<file path="src/include/sleep_wake_pkg.sv">
/*
 * Constants and carrier types for the low-power sleep and wake controller.
 * Assumes a single 200 MHz system clock that keeps running in this block's always-on domain.
 */
package sleep_wake_pkg;

    localparam int unsigned CLK_MHZ            = 200;
    localparam int unsigned RECOVERY_DELAY_NS  = 1000;
    localparam int unsigned RECOVERY_CYCLES    = (RECOVERY_DELAY_NS * CLK_MHZ + 999) / 1000;
    localparam int unsigned MIN_WAKE_PULSE_NS  = 50;
    localparam int unsigned MIN_WAKE_CYCLES    = (MIN_WAKE_PULSE_NS * CLK_MHZ + 999) / 1000;
    localparam int unsigned GPIO_WIDTH         = 8;

    localparam int unsigned CAUSE_WATCHDOG_BIT = 0;
    localparam int unsigned CAUSE_RECOVERY_BIT = 1;
    localparam int unsigned CAUSE_EXTRESET_BIT = 2;
    localparam int unsigned CAUSE_DEBUG_BIT    = 3;
    localparam int unsigned CAUSE_WIDTH        = 4;
    localparam logic [3:0]  CAUSE_RESET_VALUE  = 4'h0;

    typedef enum logic [3:0] {
        MODE_ACTIVE   = 4'b0001,
        MODE_IDLE     = 4'b0010,
        MODE_SLEEP    = 4'b0100,
        MODE_RECOVER  = 4'b1000
    } power_mode_t;

    typedef struct packed {
        logic timeout;
        logic reset_mode;
        logic osc_enable;
        logic logic_enable;
    } watchdog_ctl_t;

    typedef struct packed {
        logic osc_run;
        logic sys_clk_run;
        logic core_run;
        logic peripheral_run;
        logic brownout_run;
        logic amp_run;
        logic watchdog_osc_run;
        logic watchdog_run;
        logic crystal_pins_en;
    } power_ctl_t;

endpackage

</file>
<file path="src/hdl/sleep_wake_ctrl.sv">
/*
 * Low-power mode and wake-up control: deep sleep, core idle, recovery sequence and reset cause flags.
 * Assumes the core pulses sleep and idle requests on sys_clk_i, and that this block sits in an always-on domain.
 */
`timescale 1ns/1ps
module sleep_wake_ctrl
    import sleep_wake_pkg::*;
#(
    parameter int unsigned GPIO_W      = sleep_wake_pkg::GPIO_WIDTH,
    parameter int unsigned RECOVER_CYC = sleep_wake_pkg::RECOVERY_CYCLES,
    parameter int unsigned MIN_PULSE   = sleep_wake_pkg::MIN_WAKE_CYCLES
) (
    input  wire logic                           sys_clk_i,
    input  wire logic                           rstn_i,
    input  wire logic                           sleep_req_i,
    input  wire logic                           idle_req_i,
    input  wire logic                           wake_irq_i,
    input  wire sleep_wake_pkg::watchdog_ctl_t  wdog_i,
    input  wire logic                           irq_enable_i,
    input  wire logic [GPIO_W-1:0]              gpio_pin_i,
    input  wire logic [GPIO_W-1:0]              gpio_wake_en_i,
    input  wire logic                           ext_resetn_i,
    input  wire logic                           debug_pin_i,
    input  wire logic                           brownout_sleep_opt_i,
    input  wire logic                           amp_sleep_en_i,
    input  wire logic                           brownout_en_i,
    input  wire logic                           amp_en_i,
    input  wire logic [GPIO_W-1:0]              periph_en_i,
    input  wire logic                           osc_ready_i,
    input  wire logic                           cause_clear_i,
    output sleep_wake_pkg::power_ctl_t          power_o,
    output logic [GPIO_W-1:0]                   periph_run_o,
    output logic [GPIO_W-1:0]                   port_input_latch_o,
    output logic [CAUSE_WIDTH-1:0]              reset_cause_register_o,
    output logic                                system_reset_o,
    output logic                                wdog_irq_o,
    output logic                                sleep_wake_recovery_o,
    output power_mode_t                         mode_o
);
    import sleep_wake_pkg::*;

    localparam int unsigned RW = $clog2(RECOVER_CYC + 1);

    initial begin
        if (GPIO_W < 1 || RECOVER_CYC < 1 || MIN_PULSE < 1) begin
            $error("sleep_wake_ctrl parameters must all be at least one.");
        end
    end

    ////////////////////////////////////////////////////////////////////////////
    // Pin synchronisers and wake detectors.
    logic [GPIO_W-1:0] pin_level;
    logic [GPIO_W-1:0] pin_wake;
    logic [GPIO_W-1:0] pin_glitch;
    logic              asleep;

    genvar g;
    generate
        for (g = 0; g < GPIO_W; g++) begin : gen_pin
            wake_pin_watch #(
                .MIN_CYCLES (MIN_PULSE)
            ) u_watch (
                .sys_clk_i (sys_clk_i),
                .rstn_i    (rstn_i),
                .pin_i     (gpio_pin_i[g]),
                .arm_i     (asleep & gpio_wake_en_i[g]),
                .level_o   (pin_level[g]),
                .wake_o    (pin_wake[g]),
                .glitch_o  (pin_glitch[g])
            );
        end
    endgenerate

    logic ext_meta_r;
    logic ext_sync_r;
    logic dbg_meta_r;
    logic dbg_sync_r;

    always_ff @(posedge sys_clk_i or negedge rstn_i) begin
        if (!rstn_i) begin
            ext_meta_r <= 1'b1;
            ext_sync_r <= 1'b1;
            dbg_meta_r <= 1'b1;
            dbg_sync_r <= 1'b1;
        end else begin
            ext_meta_r <= ext_resetn_i;
            ext_sync_r <= ext_meta_r;
            dbg_meta_r <= debug_pin_i;
            dbg_sync_r <= dbg_meta_r;
        end
    end

    ////////////////////////////////////////////////////////////////////////////
    // Mode state machine.
    power_mode_t   state_r;
    power_mode_t   state_nxt;
    logic [RW-1:0] delay_r;
    logic          wdog_wake;
    logic          gpio_wake;
    logic          gpio_glitch;
    logic          hard_reset;
    logic          recover_done;
    logic          from_wdog_r;
    logic          irq_pending_r;

    // Pin and watchdog wake and reset requests are only honoured while in deep sleep.
    assign asleep       = (state_r == MODE_SLEEP);
    assign wdog_wake    = asleep && wdog_i.timeout && wdog_i.logic_enable && wdog_i.osc_enable;
    assign gpio_wake    = asleep && (|pin_wake);
    assign gpio_glitch  = asleep && (|pin_glitch);
    assign hard_reset   = asleep && (!ext_sync_r || !dbg_sync_r);
    assign recover_done = (state_r == MODE_RECOVER) && (delay_r == '0) && osc_ready_i;

    // A reset pin beats every wake source in the same cycle.
    always_comb begin
        state_nxt = state_r;
        unique case (state_r)
            MODE_ACTIVE: begin
                if (sleep_req_i) begin
                    state_nxt = MODE_SLEEP;
                end else if (idle_req_i) begin
                    state_nxt = MODE_IDLE;
                end
            end
            MODE_IDLE: begin
                if (wake_irq_i) begin
                    state_nxt = MODE_ACTIVE;
                end
            end
            MODE_SLEEP: begin
                if (hard_reset) begin
                    state_nxt = MODE_ACTIVE;
                end else if (wdog_wake || gpio_wake) begin
                    state_nxt = MODE_RECOVER;
                end
            end
            MODE_RECOVER: begin
                if (recover_done) begin
                    state_nxt = MODE_ACTIVE;
                end
            end
        endcase
    end

    always_ff @(posedge sys_clk_i or negedge rstn_i) begin
        if (!rstn_i) begin
            state_r <= MODE_ACTIVE;
        end else begin
            state_r <= state_nxt;
        end
    end

    ////////////////////////////////////////////////////////////////////////////
    // Recovery delay counter.
    // It is loaded on the way into recovery, then counted down to zero.
    always_ff @(posedge sys_clk_i or negedge rstn_i) begin
        if (!rstn_i) begin
            delay_r <= '0;
        end else if (state_r == MODE_SLEEP && state_nxt == MODE_RECOVER) begin
            delay_r <= RW'(RECOVER_CYC);
        end else if (state_r == MODE_RECOVER && delay_r != '0) begin
            delay_r <= delay_r - RW'(1);
        end
    end

    ////////////////////////////////////////////////////////////////////////////
    // Wake source memory and watchdog interrupt after recovery.
    // The interrupt stands for the first active cycle after recovery.
    always_ff @(posedge sys_clk_i or negedge rstn_i) begin
        if (!rstn_i) begin
            from_wdog_r <= 1'b0;
        end else if (state_r == MODE_SLEEP && state_nxt == MODE_RECOVER) begin
            from_wdog_r <= wdog_wake && !wdog_i.reset_mode;
        end else if (recover_done) begin
            from_wdog_r <= 1'b0;
        end
    end

    always_ff @(posedge sys_clk_i or negedge rstn_i) begin
        if (!rstn_i) begin
            irq_pending_r <= 1'b0;
        end else if (recover_done && from_wdog_r && irq_enable_i) begin
            irq_pending_r <= 1'b1;
        end else if (state_r != MODE_ACTIVE) begin
            irq_pending_r <= irq_pending_r;
        end else begin
            irq_pending_r <= 1'b0;
        end
    end

    assign wdog_irq_o = irq_pending_r;

    ////////////////////////////////////////////////////////////////////////////
    // Full system reset pulse.
    always_ff @(posedge sys_clk_i or negedge rstn_i) begin
        if (!rstn_i) begin
            system_reset_o <= 1'b0;
        end else begin
            system_reset_o <= hard_reset;
        end
    end

    ////////////////////////////////////////////////////////////////////////////
    // Reset cause flags; a hardware set wins over a software clear.
    // A clear and a set in the same cycle leave the set bit high.
    logic [CAUSE_WIDTH-1:0] cause_r;
    logic [CAUSE_WIDTH-1:0] cause_set;

    always_comb begin
        cause_set = '0;
        cause_set[CAUSE_RECOVERY_BIT] = recover_done || gpio_glitch || wdog_wake;
        cause_set[CAUSE_WATCHDOG_BIT] = wdog_wake;
        cause_set[CAUSE_EXTRESET_BIT] = asleep && !ext_sync_r;
        cause_set[CAUSE_DEBUG_BIT]    = asleep && !dbg_sync_r;
    end

    always_ff @(posedge sys_clk_i or negedge rstn_i) begin
        if (!rstn_i) begin
            cause_r <= CAUSE_RESET_VALUE;
        end else if (cause_clear_i) begin
            cause_r <= cause_set;
        end else begin
            cause_r <= cause_r | cause_set;
        end
    end

    assign reset_cause_register_o = cause_r;

    ////////////////////////////////////////////////////////////////////////////
    // Port input latch: frozen asleep, takes only the levels that survive recovery.
    // Short pulses during sleep therefore never reach the latch.
    always_ff @(posedge sys_clk_i or negedge rstn_i) begin
        if (!rstn_i) begin
            port_input_latch_o <= '0;
        end else if (state_r == MODE_ACTIVE || state_r == MODE_IDLE || recover_done) begin
            port_input_latch_o <= pin_level;
        end
    end

    ////////////////////////////////////////////////////////////////////////////
    // Power and clock controls.
    // Every control except watchdog_osc_run and watchdog_run follows the next state, so it changes together with mode_o.
    logic deep;
    logic recov;

    assign deep  = (state_r == MODE_SLEEP);
    assign recov = (state_r == MODE_RECOVER);

    always_ff @(posedge sys_clk_i or negedge rstn_i) begin
        if (!rstn_i) begin
            power_o <= '{default: 1'b1};
        end else begin
            power_o.osc_run          <= !(state_nxt == MODE_SLEEP);
            power_o.crystal_pins_en  <= !(state_nxt == MODE_SLEEP);
            power_o.sys_clk_run      <= (state_nxt == MODE_ACTIVE || state_nxt == MODE_IDLE);
            power_o.core_run         <= (state_nxt == MODE_ACTIVE);
            power_o.peripheral_run   <= (state_nxt == MODE_ACTIVE || state_nxt == MODE_IDLE);
            power_o.brownout_run     <= brownout_en_i && (!(state_nxt == MODE_SLEEP) || brownout_sleep_opt_i);
            power_o.amp_run          <= amp_en_i && (!(state_nxt == MODE_SLEEP) || amp_sleep_en_i);
            power_o.watchdog_osc_run <= wdog_i.osc_enable;
            power_o.watchdog_run     <= wdog_i.logic_enable;
        end
    end

    always_ff @(posedge sys_clk_i or negedge rstn_i) begin
        if (!rstn_i) begin
            periph_run_o <= '1;
        end else if (state_nxt == MODE_ACTIVE || state_nxt == MODE_IDLE) begin
            periph_run_o <= periph_en_i;
        end else begin
            periph_run_o <= '0;
        end
    end

    assign sleep_wake_recovery_o = recov || deep;
    assign mode_o                = state_r;

endmodule

</file>
<file path="src/hdl/wake_pin_watch.sv">
/*
 * Watches one wake pin: synchronises it, and flags a level change that lasts the minimum pulse width.
 * Assumes the pin is asynchronous to sys_clk_i and that arm_i is high only while asleep.
 */
`timescale 1ns/1ps
module wake_pin_watch #(
    parameter int unsigned MIN_CYCLES = 10
) (
    input  wire logic sys_clk_i,
    input  wire logic rstn_i,
    input  wire logic pin_i,
    input  wire logic arm_i,
    output logic      level_o,
    output logic      wake_o,
    output logic      glitch_o
);
    import sleep_wake_pkg::*;

    localparam int unsigned CW = $clog2(MIN_CYCLES + 1);

    initial begin
        if (MIN_CYCLES < 1) begin
            $error("wake_pin_watch needs MIN_CYCLES of at least one.");
        end
    end

    logic          meta_r;
    logic          sync_r;
    logic          ref_r;
    logic [CW-1:0] hold_r;

    ////////////////////////////////////////////////////////////////////////////
    // Two-stage synchroniser.
    always_ff @(posedge sys_clk_i or negedge rstn_i) begin
        if (!rstn_i) begin
            meta_r <= 1'b0;
            sync_r <= 1'b0;
        end else begin
            meta_r <= pin_i;
            sync_r <= meta_r;
        end
    end

    ////////////////////////////////////////////////////////////////////////////
    // Reference level tracks the pin while disarmed; a change is timed while armed.
    always_ff @(posedge sys_clk_i or negedge rstn_i) begin
        if (!rstn_i) begin
            ref_r  <= 1'b0;
            hold_r <= '0;
        end else if (!arm_i) begin
            ref_r  <= sync_r;
            hold_r <= '0;
        end else if (sync_r != ref_r) begin
            if (hold_r < CW'(MIN_CYCLES)) begin
                hold_r <= hold_r + CW'(1);
            end
        end else begin
            hold_r <= '0;
        end
    end

    assign level_o  = sync_r;
    assign wake_o   = arm_i && (sync_r != ref_r) && (hold_r >= CW'(MIN_CYCLES));
    assign glitch_o = arm_i && (sync_r == ref_r) && (hold_r != '0);

endmodule

</file>
<file path="config.mk">
export PLATFORM = sky130hd
export DESIGN_NAME = sleep_wake_ctrl
export DESIGN_NICKNAME = d
export VERILOG_FILES = /design/src/include/sleep_wake_pkg.sv /design/src/hdl/sleep_wake_ctrl.sv /design/src/hdl/wake_pin_watch.sv
export SDC_FILE = /design/constraint.sdc
export NUM_CORES = 1
export LEC_CHECK = 0
export BUFFER_PORTS_ARGS = -buffer_cell sky130_fd_sc_hd__buf_2
export CAP_MARGIN = 20
export CORE_MARGIN = 2
export CORE_UTILIZATION = 60
export DETAILED_ROUTE_END_ITERATION = 8
export PLACE_DENSITY = 0.91
export RECOVER_POWER = 50
export SLEW_MARGIN = 20
export SYNTH_ARGS = -nofsm -noshare
export SYNTH_HDL_FRONTEND = slang
export SYNTH_SLANG_ARGS = --single-unit
</file>
<file path="constraint.sdc">
create_clock -name sys_clk_i -period 3.9 [get_ports sys_clk_i]
set_input_delay 0.78 -clock sys_clk_i [delete_from_list [all_inputs] [get_ports sys_clk_i]]
set_output_delay 0.78 -clock sys_clk_i [all_outputs]
set_load 0.02 [all_outputs]
</file>
# Yosys cells after proc, flatten, opt, wreduce, memory -nomap -nowiden
# Cells that the tools add are included.
# Widths: inputs -> output; s select.
[totals]
wordCells = 235
output_inout_bits = 36
regBits = 102
[classes]
bitwise_logic = 9
n_eq_ne = 34
mux = 39
add_sub_neg = 9
reduce_logical = 77
order_cmp = 16
[op_table]
columns = ["operator", "count"]
rows = [
  ["$mux 4", 31],
  ["$logic_and 1x1->1", 49],
  ["$add 4x1->4 const B", 8],
  ["$ge 4x4->1 const B", 8],
  ["$lt 4x4->1 const B", 8],
  ["$reduce_bool 4->1", 8],
  ["$mux 8", 3],
  ["$ne 3x3->1 const B", 8],
  ["$pmux 4 s4", 1],
  ["$reduce_or 8->1", 2],
  ["$logic_or 1x1->1", 10],
  ["$and 1x1->1", 8],
  ["$eq 1x1->1", 8],
  ["$eq 4x1->1 const B", 2],
  ["$eq 4x2->1 const B", 2],
  ["$eq 4x3->1 const B", 2],
  ["$eq 4x4->1 const B", 2],
  ["$logic_not 8->1", 1],
  ["$ne 1x1->1", 8],
  ["$reduce_bool 8->1", 1],
  ["$sub 8x1->8 const B", 1],
  ["$logic_not 1->1", 4],
  ["$mux 1", 4],
  ["$ne 4x1->1 const B", 1],
  ["other kinds (3)", 4],
]

# Longest topological paths before layout
# Gate-level depths: netlist of run 1.
[depth]
word_depth = 14
ltp_mapped = 8
depth_no_buf = 8

# By module
# Synthesis of run 1 repeated with hierarchy kept, for this count alone.
[hier_totals]
cells_unflattened = 426
area_unflattened_um2 = 4817.1
[by_module_without_submodules]
columns = ["module", "n_inst", "cells_per_inst", "area_each_um2"]
rows = [
  ["wake_pin_watch", 8, 32, 339.1],
  ["sleep_wake_ctrl", 1, 170, 2104.5],
]

# Worst setup path after synthesis of run 1
# No wires, ideal clock.
[synth_path]
path_kind = "register to register"
from = "register delay_r[0]"
to = "register port_input_latch_o[0]"
setup_time_ns = 0.125
stages_incl_launch_ff = 8
arrival_ns = 2.146
slack_ns = 1.629
path_cell_list = "dfrtp_1 -> inv_1 -> ha_1 -> nor3b_1 -> nand3_1 -> o22a_1 -> nor2_1 -> mux2_2"
[synth_via]
elab_chain_len = 4
[synth_rtl]
columns = ["item", "line", "source"]
rows = [
  ["start: declaration", "sleep_wake_ctrl.sv:97", "logic [RW-1:0] delay_r;"],
  ["start signal: assignment", "sleep_wake_ctrl.sv:160", "delay_r <= RW'(RECOVER_CYC);"],
  ["start signal: assignment", "sleep_wake_ctrl.sv:162", "delay_r <= delay_r - RW'(1);"],
  ["$logic_not 8->1", "sleep_wake_ctrl.sv:112", "assign recover_done = (state_r == MODE_RECOVER) && (delay_r == '0) && osc_ready_i;"],
  ["$logic_and 1x1->1 (2 in series)", "sleep_wake_ctrl.sv:112", ""],
  ["$logic_or 1x1->1", "sleep_wake_ctrl.sv:235", "end else if (state_r == MODE_ACTIVE || state_r == MODE_IDLE || recover_done) begin"],
  ["end signal: assignment", "sleep_wake_ctrl.sv:236", "port_input_latch_o <= pin_level;"],
  ["end: declaration", "sleep_wake_ctrl.sv:33", "output logic [GPIO_W-1:0] port_input_latch_o,"],
]
# No other way between the ends.
# A chain may end at the register's enable or synchronous reset.

# Worst setup path in the final report of run 1
[layout_path]
from = "register delay_r[0]"
to = "register port_input_latch_o[1]"
# Same word-level chain as after synthesis.

==> flow_results.org, run 1 <==
** Status
- The run finished, with violations left.
- Violated checks :: max-capacitance violations, max-slew violations

** Clocking
- Number of setup buffers added after CTS :: 0
- Clock transition time at the flip-flop clock pins of the worst setup and hold paths :: around 0.090 ns
- H-tree depth :: 3
- TritonCTS built the clock tree.
- Number of clock sinks seen by CTS :: 102
- Cts hold-fix bufs :: 0
- Later-pin clock latency in the skew report :: 0.37 ns
- Inserted Clock Buffers :: 9
- The tree is rooted in a sky130_fd_sc_hd__clkbuf_8.
- The clock passes through at most 2 buffers.
- Resize count post-CTS :: 0

** Timing
- The total count of hold-check failures in the final report was 0.
- At the pin with the least slew margin, the transition time is slightly below 2 ns.
- Min Clock Period, post-route :: 2.92 ns
- Worst max-slew margin expressed relative to the limit :: -30.4%
- Number of max-slew violations in the final report :: 82
- Hold timing on the final database bottoms out at a slack of ~0.36 ns.
- For this run, the top clock speed supported by timing is ~340 MHz.
- The final critical path takes up between 70 and 80% of the cycle.
- RSZ-0062 raised after global routing :: false
- In the final timing run, aggregate negative setup slack is 0 ns.
- Finish-stage setup viols :: 0
- Clock skew :: roughly 0.009 ns

** Yosys
- The most used flip-flop cell after synthesis is sky130_fd_sc_hd__dfrtp_1.
- Number of enable-type register cells in the synthesized netlist :: 0
- Compound-Gate Fraction of Synth Area :: 11.6%
- Library cells used by synthesis :: 55
- The mapped netlist covers approximately 0.0048 mm^2.
- By area, the combinational part of the netlist is dominated by simple AND/OR/NAND/NOR gates.
- Proportion of synthesized area in mux cells :: 3.98%
- Async S/R FF share, synth :: 100%
- Number of instances in the synthesized netlist :: between 400 and 500
- Of the total synthesized cell area, the portion taken by AND, OR, NAND and NOR gates is about 16%.
- During synthesis, Yosys emitted a total of 0 warnings.
- Syn_nets :: roughly 500
- Number of flip-flops and latches in the synthesized netlist :: 102
- Synthesized-area fraction occupied by xor and xnor cells :: 4.21%
- The share of the Yosys chip area taken by registers is between 50% and 60%.
- A synthesized cell averages 10.8 um^2.
- Summing the areas of all fa, ha and maj instances in the mapped netlist gives 6.54% of the synthesized area.

** Job
- MaxCap Viol Count :: 1

** Setup path
- Worst path arrival time :: about 3.2 ns
- The largest individual stage delay along the critical path comes from the cell sky130_fd_sc_hd__nor2_1.
- The cell family contributing the most delay on the critical path is simple AND/OR/NAND/NOR gates.
- Setup slack on the worst reg-to-reg path comes out at 0.98 ns.
- CP bufs+invs :: 1
- Critical Path End Type :: register
- The setup path with the least slack is of type reg -> reg.
- STA puts the critical path data required time at 4.16 ns.
- Category of the worst setup path launch point :: register
- Slowest cell delay on critical path :: 0.69 ns
- Along the worst path, the maximum fanout reaches 8.
- Cells along the critical path :: inv_1 -> ha_1 -> nor3b_1 -> nand3_1 -> o22a_1 -> nor2_1 -> mux2_2

** Detailed routing
- Violation count after the first detailed-routing iteration :: 300
- Number of vias per cell after detailed routing :: 5.79
- Final routed wirelength across all metal layers :: 10,300 um
- For this block, the via count after detailed routing is 3,633.
- Detailed-router iteration count before antenna repair :: 4
- The count of nets left with antenna violations once routing finished came out at 0.
- After detailed routing, the average wire length per cell comes to 16.4 um.
- Residual DRC count :: 0

** Cells and area
- For this run, the share of the core covered by cells in the final layout is 70.4%.
- 0 antenna diodes ended up in the layout.
- Post-synthesis to final-layout area growth :: 13.8%
- Final layout net count :: ~590
- In the final layout, the share of cells above drive strength 1 is a little over a quarter.
- Area of all placed cells without fillers :: 0.00544 mm^2

** Pwr
- Power spent charging and discharging nets :: 0.00125 W
- Combinational logic is responsible for between 30% and 40% of the overall power.
- Part of the total power dissipated in the clock network :: 20.8%
- Overall power :: 0.00332 W
- IR analysis of the VDD net gives a maximum drop of 336 uV.
- Ratio of total power to cell area :: 610 mW/mm^2
- In this run, flip-flops and latches consume 44.7% of the power.
- The analysis attributes to cell leakage a power of approximately 2.5 nW.
- Net switching share of the total power :: about 38%
- The internal power of the cells totals roughly 0.0021 W.

** Global routing
- Initial antenna violation count :: 0
- The via count of the first global-routing pass is 3,624.
- Global Route Usage Sum :: between 20% and 30%
- Layer with the highest usage after global routing :: met2
- In the global route stage, met3 resource usage came out at slightly above 6%.
- Global routing used 43.3% of the available met2 tracks.
- Entering global routing, the biggest net connects 82 pins.
- For this run, global-route usage on met1 was measured as ~32%.
- Global-route wire length before repair :: between 15,000 and 20,000 um
- For this run the aggregate overflow at the end of global routing stands at 0.

** Die
- The core region is between 0.007 and 0.008 mm^2.
- The floorplan has 32 rows.
- Effective utilization at floorplan :: 61.9%
- Die Width :: 93.3 um
- Floorplan die height :: 93.3 um
- The die covers between 0.008 and 0.009 mm^2.
- During I/O placement, the number of pins put on the boundary was 78.

** Placement
- At the end of routability-driven placement, the weighted congestion stood at 0.890.
- Once placement finished, the instance area stood at 0.00524 mm^2.
- Final HPWL from detailed placement :: ~7400 um
- Count of input and output buffers :: 77

** Hold path
- Classification of the worst-slack hold path :: reg -> reg
## logic make-up (layout without fill, tap and decap cells)
| logic type | count (synthesis) | in the layout |
|---|---|---|
| AOI/OAI and AO/OA | 79 | 79 |
| xor gates and xnor gates | 23 | 23 |
| adders and majority gates | 25 | 25 |
| buffers and inverters | 37 | 121 |
| DFF | 102 | 102 |
| muxes | 17 | 17 |
| and+or+nand+nor | 158 | 158 |
## worst reg2reg max path, cell delays in order, from the launching register on
cell	delay [ns]
sky130_fd_sc_hd__dfrtp_1	0.42
sky130_fd_sc_hd__inv_1	0.07
sky130_fd_sc_hd__ha_1	0.16
sky130_fd_sc_hd__nor3b_1	0.56
sky130_fd_sc_hd__nand3_1	0.24
sky130_fd_sc_hd__o22a_1	0.25
sky130_fd_sc_hd__nor2_1	0.69
sky130_fd_sc_hd__mux2_2	0.42
## area by class of cell
| cell class | count | area, um^2 |
|---|---|---|
| Tap cell | 102 | 128 |
| Clock buffer | 10 | 138 |
| Multi-Input combinational cell | 302 | 2040 |
| Clock inverter | 6 | 70.1 |
| Sequential cell | 102 | 2580 |
| Inverter | 26 | 97.6 |
| Timing Repair Buffer | 79 | 392 |
| Fill cell | 539 | 2290 |
## flip-flops by register name, summed over array words and instances (netlist names)
register	cells
periph_run_o	8
system_reset_o	1
port_input_latch_o	8
reset_cause_register_o	4
gen_pin.u_watch.hold_r	32
from_wdog_r	1
ext_sync_r	1
dbg_sync_r	1
dbg_meta_r	1
ext_meta_r	1
power_o	7
gen_pin.u_watch.ref_r	8
mode_o	4
delay_r	8
gen_pin.u_watch.level_o	8
gen_pin.u_watch.meta_r	8
wdog_irq_o	1
## power groups by stage
stage | Combinational, W | Sequential, W | Clock, W
2_1_floorplan | 0.000706 | 0.00158 | 0
3_3_place_gp | 0.00107 | 0.00148 | 0
3_5_place_dp | 0.00113 | 0.00150 | 0
4_1_cts | 0.00114 | 0.00148 | 0.000693
5_1_grt | 0.00124 | 0.00152 | 0.000740
6_report | 0.00114 | 0.00148 | 0.000689
## worst paths after layout
| kind | start | endpoint | cells past startpoint |
|---|---|---|---|
| min in group asynchronous | rstn_i | gen_pin[6].u_watch.hold_r[3]$_DFFE_PN0P_ | 1 |
| max in group asynchronous | rstn_i | gen_pin[2].u_watch.hold_r[1]$_DFFE_PN0P_ | 2 |
| worst min-delay path | gen_pin[2].u_watch.meta_r$_DFF_PN0_ | gen_pin[2].u_watch.level_o$_DFF_PN0_ | 0 |
| worst max-delay path | delay_r[0]$_DFFE_PN0P_ | port_input_latch_o[1]$_DFFE_PN0P_ | 7 |
| worst min register to register | gen_pin[2].u_watch.meta_r$_DFF_PN0_ | gen_pin[2].u_watch.level_o$_DFF_PN0_ | 0 |
| worst max register to register | delay_r[0]$_DFFE_PN0P_ | port_input_latch_o[1]$_DFFE_PN0P_ | 7 |
## metrics by stage
stage          setup slack, ns  instances
2_1_floorplan             1.63        441
3_3_place_gp              1.24        611
3_5_place_dp              1.10        611
4_1_cts                   1.05        627
5_1_grt                  0.557        627
6_report                 0.984        627
## cells in the mapped netlist (2+ instances only)
library cell / n / area share, %
sky130_fd_sc_hd__a31oi_1: 5 / 0.65
sky130_fd_sc_hd__nand3_1: 17 / 1.8
sky130_fd_sc_hd__o21ai_0: 15 / 1.6
sky130_fd_sc_hd__nor3_1: 8 / 0.84
sky130_fd_sc_hd__ha_1: 25 / 6.5
sky130_fd_sc_hd__xor2_1: 7 / 1.3
sky130_fd_sc_hd__nand2_1: 51 / 4.0
sky130_fd_sc_hd__o311a_1: 2 / 0.42
sky130_fd_sc_hd__dfrtp_1: 82 / 43
sky130_fd_sc_hd__or3_1: 2 / 0.26
sky130_fd_sc_hd__nand3b_1: 3 / 0.47
sky130_fd_sc_hd__and2_1: 9 / 1.2
sky130_fd_sc_hd__o31ai_2: 2 / 0.52
sky130_fd_sc_hd__inv_1: 26 / 2.0
sky130_fd_sc_hd__a311oi_1: 3 / 0.55
sky130_fd_sc_hd__o21a_1: 2 / 0.31
sky130_fd_sc_hd__nand4_1: 3 / 0.39
sky130_fd_sc_hd__a32oi_1: 2 / 0.37
sky130_fd_sc_hd__a21oi_1: 22 / 2.3
sky130_fd_sc_hd__xnor2_1: 16 / 2.9
sky130_fd_sc_hd__nor3b_1: 2 / 0.31
sky130_fd_sc_hd__or2_2: 3 / 0.39
sky130_fd_sc_hd__o22ai_1: 4 / 0.52
sky130_fd_sc_hd__mux2_2: 16 / 3.8
sky130_fd_sc_hd__buf_4: 2 / 0.31
sky130_fd_sc_hd__o311ai_0: 3 / 0.55
sky130_fd_sc_hd__dfstp_2: 20 / 11
sky130_fd_sc_hd__a211o_1: 3 / 0.55
sky130_fd_sc_hd__clkbuf_1: 5 / 0.39
sky130_fd_sc_hd__buf_2: 2 / 0.21
sky130_fd_sc_hd__buf_6: 2 / 0.47
sky130_fd_sc_hd__a22oi_1: 5 / 0.79
sky130_fd_sc_hd__o211ai_1: 2 / 0.31
sky130_fd_sc_hd__nor4b_4: 2 / 0.99
sky130_fd_sc_hd__nor2_1: 46 / 3.6
sky130_fd_sc_hd__nor4_1: 3 / 0.39
## routing by layer
metal  wire length [um]  vias up  part of all wire (%)
li1                   -     1677                     -
met1               4060     1786                    40
met2               5340      139                    52
met3                628       31                   6.1
met4                251        0                   2.4
met5                  0        -                     0
## cell usage in the layout, fill, tap and decap left out, types with 4 or more instances in the layout
cell / n
sky130_fd_sc_hd__clkbuf_1: 5
sky130_fd_sc_hd__a21oi_1: 22
sky130_fd_sc_hd__inv_1: 26
sky130_fd_sc_hd__nand3_1: 17
sky130_fd_sc_hd__buf_2: 72
sky130_fd_sc_hd__o22ai_1: 4
sky130_fd_sc_hd__nor3_1: 8
sky130_fd_sc_hd__a31oi_1: 5
sky130_fd_sc_hd__xor2_1: 7
sky130_fd_sc_hd__a22oi_1: 5
sky130_fd_sc_hd__nand2_1: 51
sky130_fd_sc_hd__nor2_1: 46
sky130_fd_sc_hd__xnor2_1: 16
sky130_fd_sc_hd__dfrtp_1: 82
sky130_fd_sc_hd__dfstp_2: 20
sky130_fd_sc_hd__ha_1: 25
sky130_fd_sc_hd__o21ai_0: 15
sky130_fd_sc_hd__and2_1: 9
sky130_fd_sc_hd__mux2_2: 16
sky130_fd_sc_hd__clkbuf_8: 10
No activity file was read; power rests on OpenSTA's default activity.
==> inputs of run 2 (changes only) <==
--- a/config.mk
+++ b/config.mk
@@ -8,9 +8,9 @@
 export BUFFER_PORTS_ARGS = -buffer_cell sky130_fd_sc_hd__buf_2
 export CAP_MARGIN = 20
 export CORE_MARGIN = 2
-export CORE_UTILIZATION = 60
+export CORE_UTILIZATION = 51
 export DETAILED_ROUTE_END_ITERATION = 8
-export PLACE_DENSITY = 0.91
+export PLACE_DENSITY = 0.83
 export RECOVER_POWER = 50
 export SLEW_MARGIN = 20
 export SYNTH_ARGS = -nofsm -noshare
==> constraint.sdc (replaced) <==
create_clock -name sys_clk_i -period 2.6 [get_ports sys_clk_i]
set_input_delay 0.52 -clock sys_clk_i [delete_from_list [all_inputs] [get_ports sys_clk_i]]
set_output_delay 0.52 -clock sys_clk_i [all_outputs]
set_load 0.02 [all_outputs]
==> run 2 against run 1 <==
Net effect: fmax up 23%; utilization down 9.4 points; register-to-register slack worse by 0.75 ns; first-iteration DRC count down 46%; largest cell class unchanged; critical path type unchanged; the flow now finishes without violations; total power up 56%.
==> flow_results.org, run 2 (synthesis results as in run 1) <==
** Status
- The run finished with clean final reports.

** Setup path
- Of all nets on the critical path, the largest fanout is 9.
- Data on the critical path is required at its endpoint by just under 3 ns.
- Critical Path End Type :: register
- Reg2Reg Launch Point :: gen_pin[5].u_watch.hold_r[0]$_DFFE_PN0P_
- In this run the worst setup path begins at gen_pin[5].u_watch.hold_r[0]$_DFFE_PN0P_.
- The worst setup path is launched from a register.
- The critical path in this run is classified as reg -> reg.
- Worst path arrival time :: 2.67 ns

** Pwr
- For this design the ratio of total power to cell area is 926 mW/mm^2.
- Part of the total power dissipated in the clock network :: 22.8%
- Of the total power, the share spent switching nets is 34.9%.
- Power share of the combinational group :: between 30% and 40%
- Maximum ir drop on the vdd rail :: 529 uV
- Static leakage power :: around 2.5 nW
- The analysis attributes to net switching a power of 0.00180 W.
- P_int :: approximately 0.0034 W
- Share of total power in sequential cells :: 42.0%
- Overall power :: 0.00517 W

** Die
- Effective utilization at floorplan :: 52.2%
- After floorplanning, the core was divided into 35 placement rows.
- Die area :: 0.0102 mm^2
- Boundary Pins :: slightly below 80
- Area of the core region :: about 0.0092 mm^2
- Die Width :: 101 um
- Floorplan die height :: 101 um

** Cells and area
- Compared with the post-synthesis result, the final layout area differs by 16.7%.
- Cells with a size suffix above 1 make up 28.0% of the layout.
- The library cell used most frequently in the layout, excluding fill and tap cells, is sky130_fd_sc_hd__dfrtp_1.
- The repair_antennas step left the layout with diodes totalling 0.
- The register with the most flip-flops in the layout has 32 of them.
- For this run, the number of standard cells in the final layout without fillers is 647.
- Biggest register :: gen_pin.u_watch.hold_r
- Commonest cells after routing, fill and taps aside :: sky130_fd_sc_hd__dfrtp_1 (82), sky130_fd_sc_hd__buf_2 (75), sky130_fd_sc_hd__nand2_1 (51)
- Final layout net count :: ~600
- Summing all non-filler instances in the final layout gives an area of 0.00558 mm^2.

** Clocking
- Cts hold-fix bufs :: 0
- For the worst-skew pair, the clock arrives at the later sink with an insertion delay of 0.36 ns.
- Clock transition time at the flip-flop clock pins of the worst setup and hold paths :: roughly 0.090 ns
- The H-tree generated during clock tree synthesis spans 3 levels.
- CTS Root Buffer Type :: sky130_fd_sc_hd__clkbuf_8
- Clock tree from TritonCTS :: built
- Buffers from clock root to sink, at most :: 2
- Inserted Clock Buffers :: 9
- The clock net in this run drives a total of 102 sinks.

** Placement
- Count of input and output buffers :: 77
- At the end of routability-driven placement, the weighted congestion stood at 0.836.
- Total cell area at the placement stage :: 0.00532 mm^2
- In this run, placement finished with an instance count of 629.
- Detailed placement ended at an HPWL of 7240 um.

** Global routing
- Global routing used roughly a fifth of the available tracks across all layers.
- Maximum number of pins on one net before global-route repair :: a little over 50
- Vias in the first global route :: 3,511
- For this run the aggregate overflow at the end of global routing stands at 0.
- The first global-routing pass estimated 16,100 um of wire.
- The initial antenna violation count is 0.

** Detailed routing
- Residual DRC count :: 0
- Violation count after the first detailed-routing iteration :: 163
- Final routed wirelength across all metal layers :: between 9000 and 10,000 um
- Via count :: around 3,600
- In this run the remaining antenna-violating nets after routing total 0.
- Number of vias per cell after detailed routing :: 5.53
- Before antenna repair, the detailed router went through 5 iterations.
- After detailed routing, the average wire length per cell comes to 15.2 um.

** Hold path
- Min-Delay Startpoint :: wdog_i[0]
- The min-delay analysis places its worst path in the category in -> reg.

** Timing
- Finish-stage setup viols :: 0
- The final-report max-slew violation count was 0.
- Min Clock Period, post-route :: 2.37 ns
- Setup TNS after final layout :: 0 ns
- For the pin with the worst max-slew slack, the measured transition is around 1.2 ns.
- The total count of hold-check failures in the final report came to 0.
- The worst path uses 91.1% of the clock period.
- RSZ-0062 raised after global routing :: false
- Peak Freq :: 422 MHz
- On the final layout, the worst clock skew is around 0.012 ns.
- Measured against its own limit, the worst slew margin works out to 20.0%.

** Job
- The tool flagged a number of max-cap violations equal to 0.
-- run 2: changes by cell type in the layout (fill, tap and decap cells not counted), moves of 2 or more --
cell and change:
sky130_fd_sc_hd__buf_2 +3, sky130_fd_sc_hd__clkbuf_16 +2, sky130_fd_sc_hd__clkbuf_1 +2, sky130_fd_sc_hd__buf_4 +9, sky130_fd_sc_hd__clkinvlp_4 -3
-- run 2: area by class of cell --
cell class | instances | area (um^2)
fillers | 713 | 3570
flip-flops and latches | 102 | 2580
multi-input cells | 302 | 2050
repair buffers | 90 | 470
clock buffers | 14 | 185
well taps | 111 | 139
inverters | 26 | 97.6
clock inverters | 2 | 60.1
-- run 2: path summary, 6_finish.rpt --
kind                                                             end  slack (ns)  depth (start not counted)
worst max-delay path                       periph_run_o[5]$_DFF_PN1_        0.23                          8
min in group asynchronous                     delay_r[2]$_DFFE_PN0P_        0.40                          1
max in group asynchronous       gen_pin[4].u_watch.ref_r$_DFFE_PN0N_        0.68                          2
worst min-delay path                            power_o[1]$_DFF_PN1_        0.25                          1
worst min register to register  gen_pin[0].u_watch.level_o$_DFF_PN0_        0.36                          0
worst max register to register             periph_run_o[5]$_DFF_PN1_        0.23                          8
-- run 2: critical path, cell delays in order, from the launching register on --
cell and delay (ns):
sky130_fd_sc_hd__dfrtp_1 0.40, sky130_fd_sc_hd__inv_1 0.08, sky130_fd_sc_hd__ha_1 0.19, sky130_fd_sc_hd__o311ai_0 0.31
sky130_fd_sc_hd__o22ai_1 0.13, sky130_fd_sc_hd__a211o_1 0.36, sky130_fd_sc_hd__a211o_1 0.39, sky130_fd_sc_hd__nor3_4 0.27
sky130_fd_sc_hd__and2_1 0.18
-- run 2: stage by stage --
| step | utilization, % | setup slack (ns) | hold slack, ns |
|---|---|---|---|
| CTS | 60.8 | 0.129 | 0.200 |
| floorplan | - | 0.329 | 0.224 |
| global placement | 58.2 | 0.233 | 0.332 |
| global route | 61.0 | 0.0135 | 0.250 |
| detailed placement | 58.2 | 0.154 | 0.336 |
| finish | 61.0 | 0.232 | 0.253 |
-- run 2: power groups by stage --
stage | logic [W] | clock network [W] | registers, W
floorplan | 0.00106 | 0 | 0.00237
finish | 0.00182 | 0.00118 | 0.00217
global placement | 0.00174 | 0 | 0.00218
CTS | 0.00181 | 0.00119 | 0.00217
global route | 0.00199 | 0.00126 | 0.00222
detailed placement | 0.00180 | 0 | 0.00220
-- run 2: layer usage --
layer / wire length, um / GRT usage (%) / vias to the layer above
met1: 4180 / 27.2 / 1758
met5: 0 / 0 / -
met2: 4930 / 33.0 / 108
met3: 478 / 3.74 / 16
met4: 219 / 7.38 / 0
li1: - / - / 1697
-- run 2: what timing repair did --
item / 4_1_cts / 5_1_grt
setup buffers: 0 / 2
endpoints found under the hold margin: 0 / 0
endpoints found under the setup margin: 0 / 16
resized for setup: 0 / 2
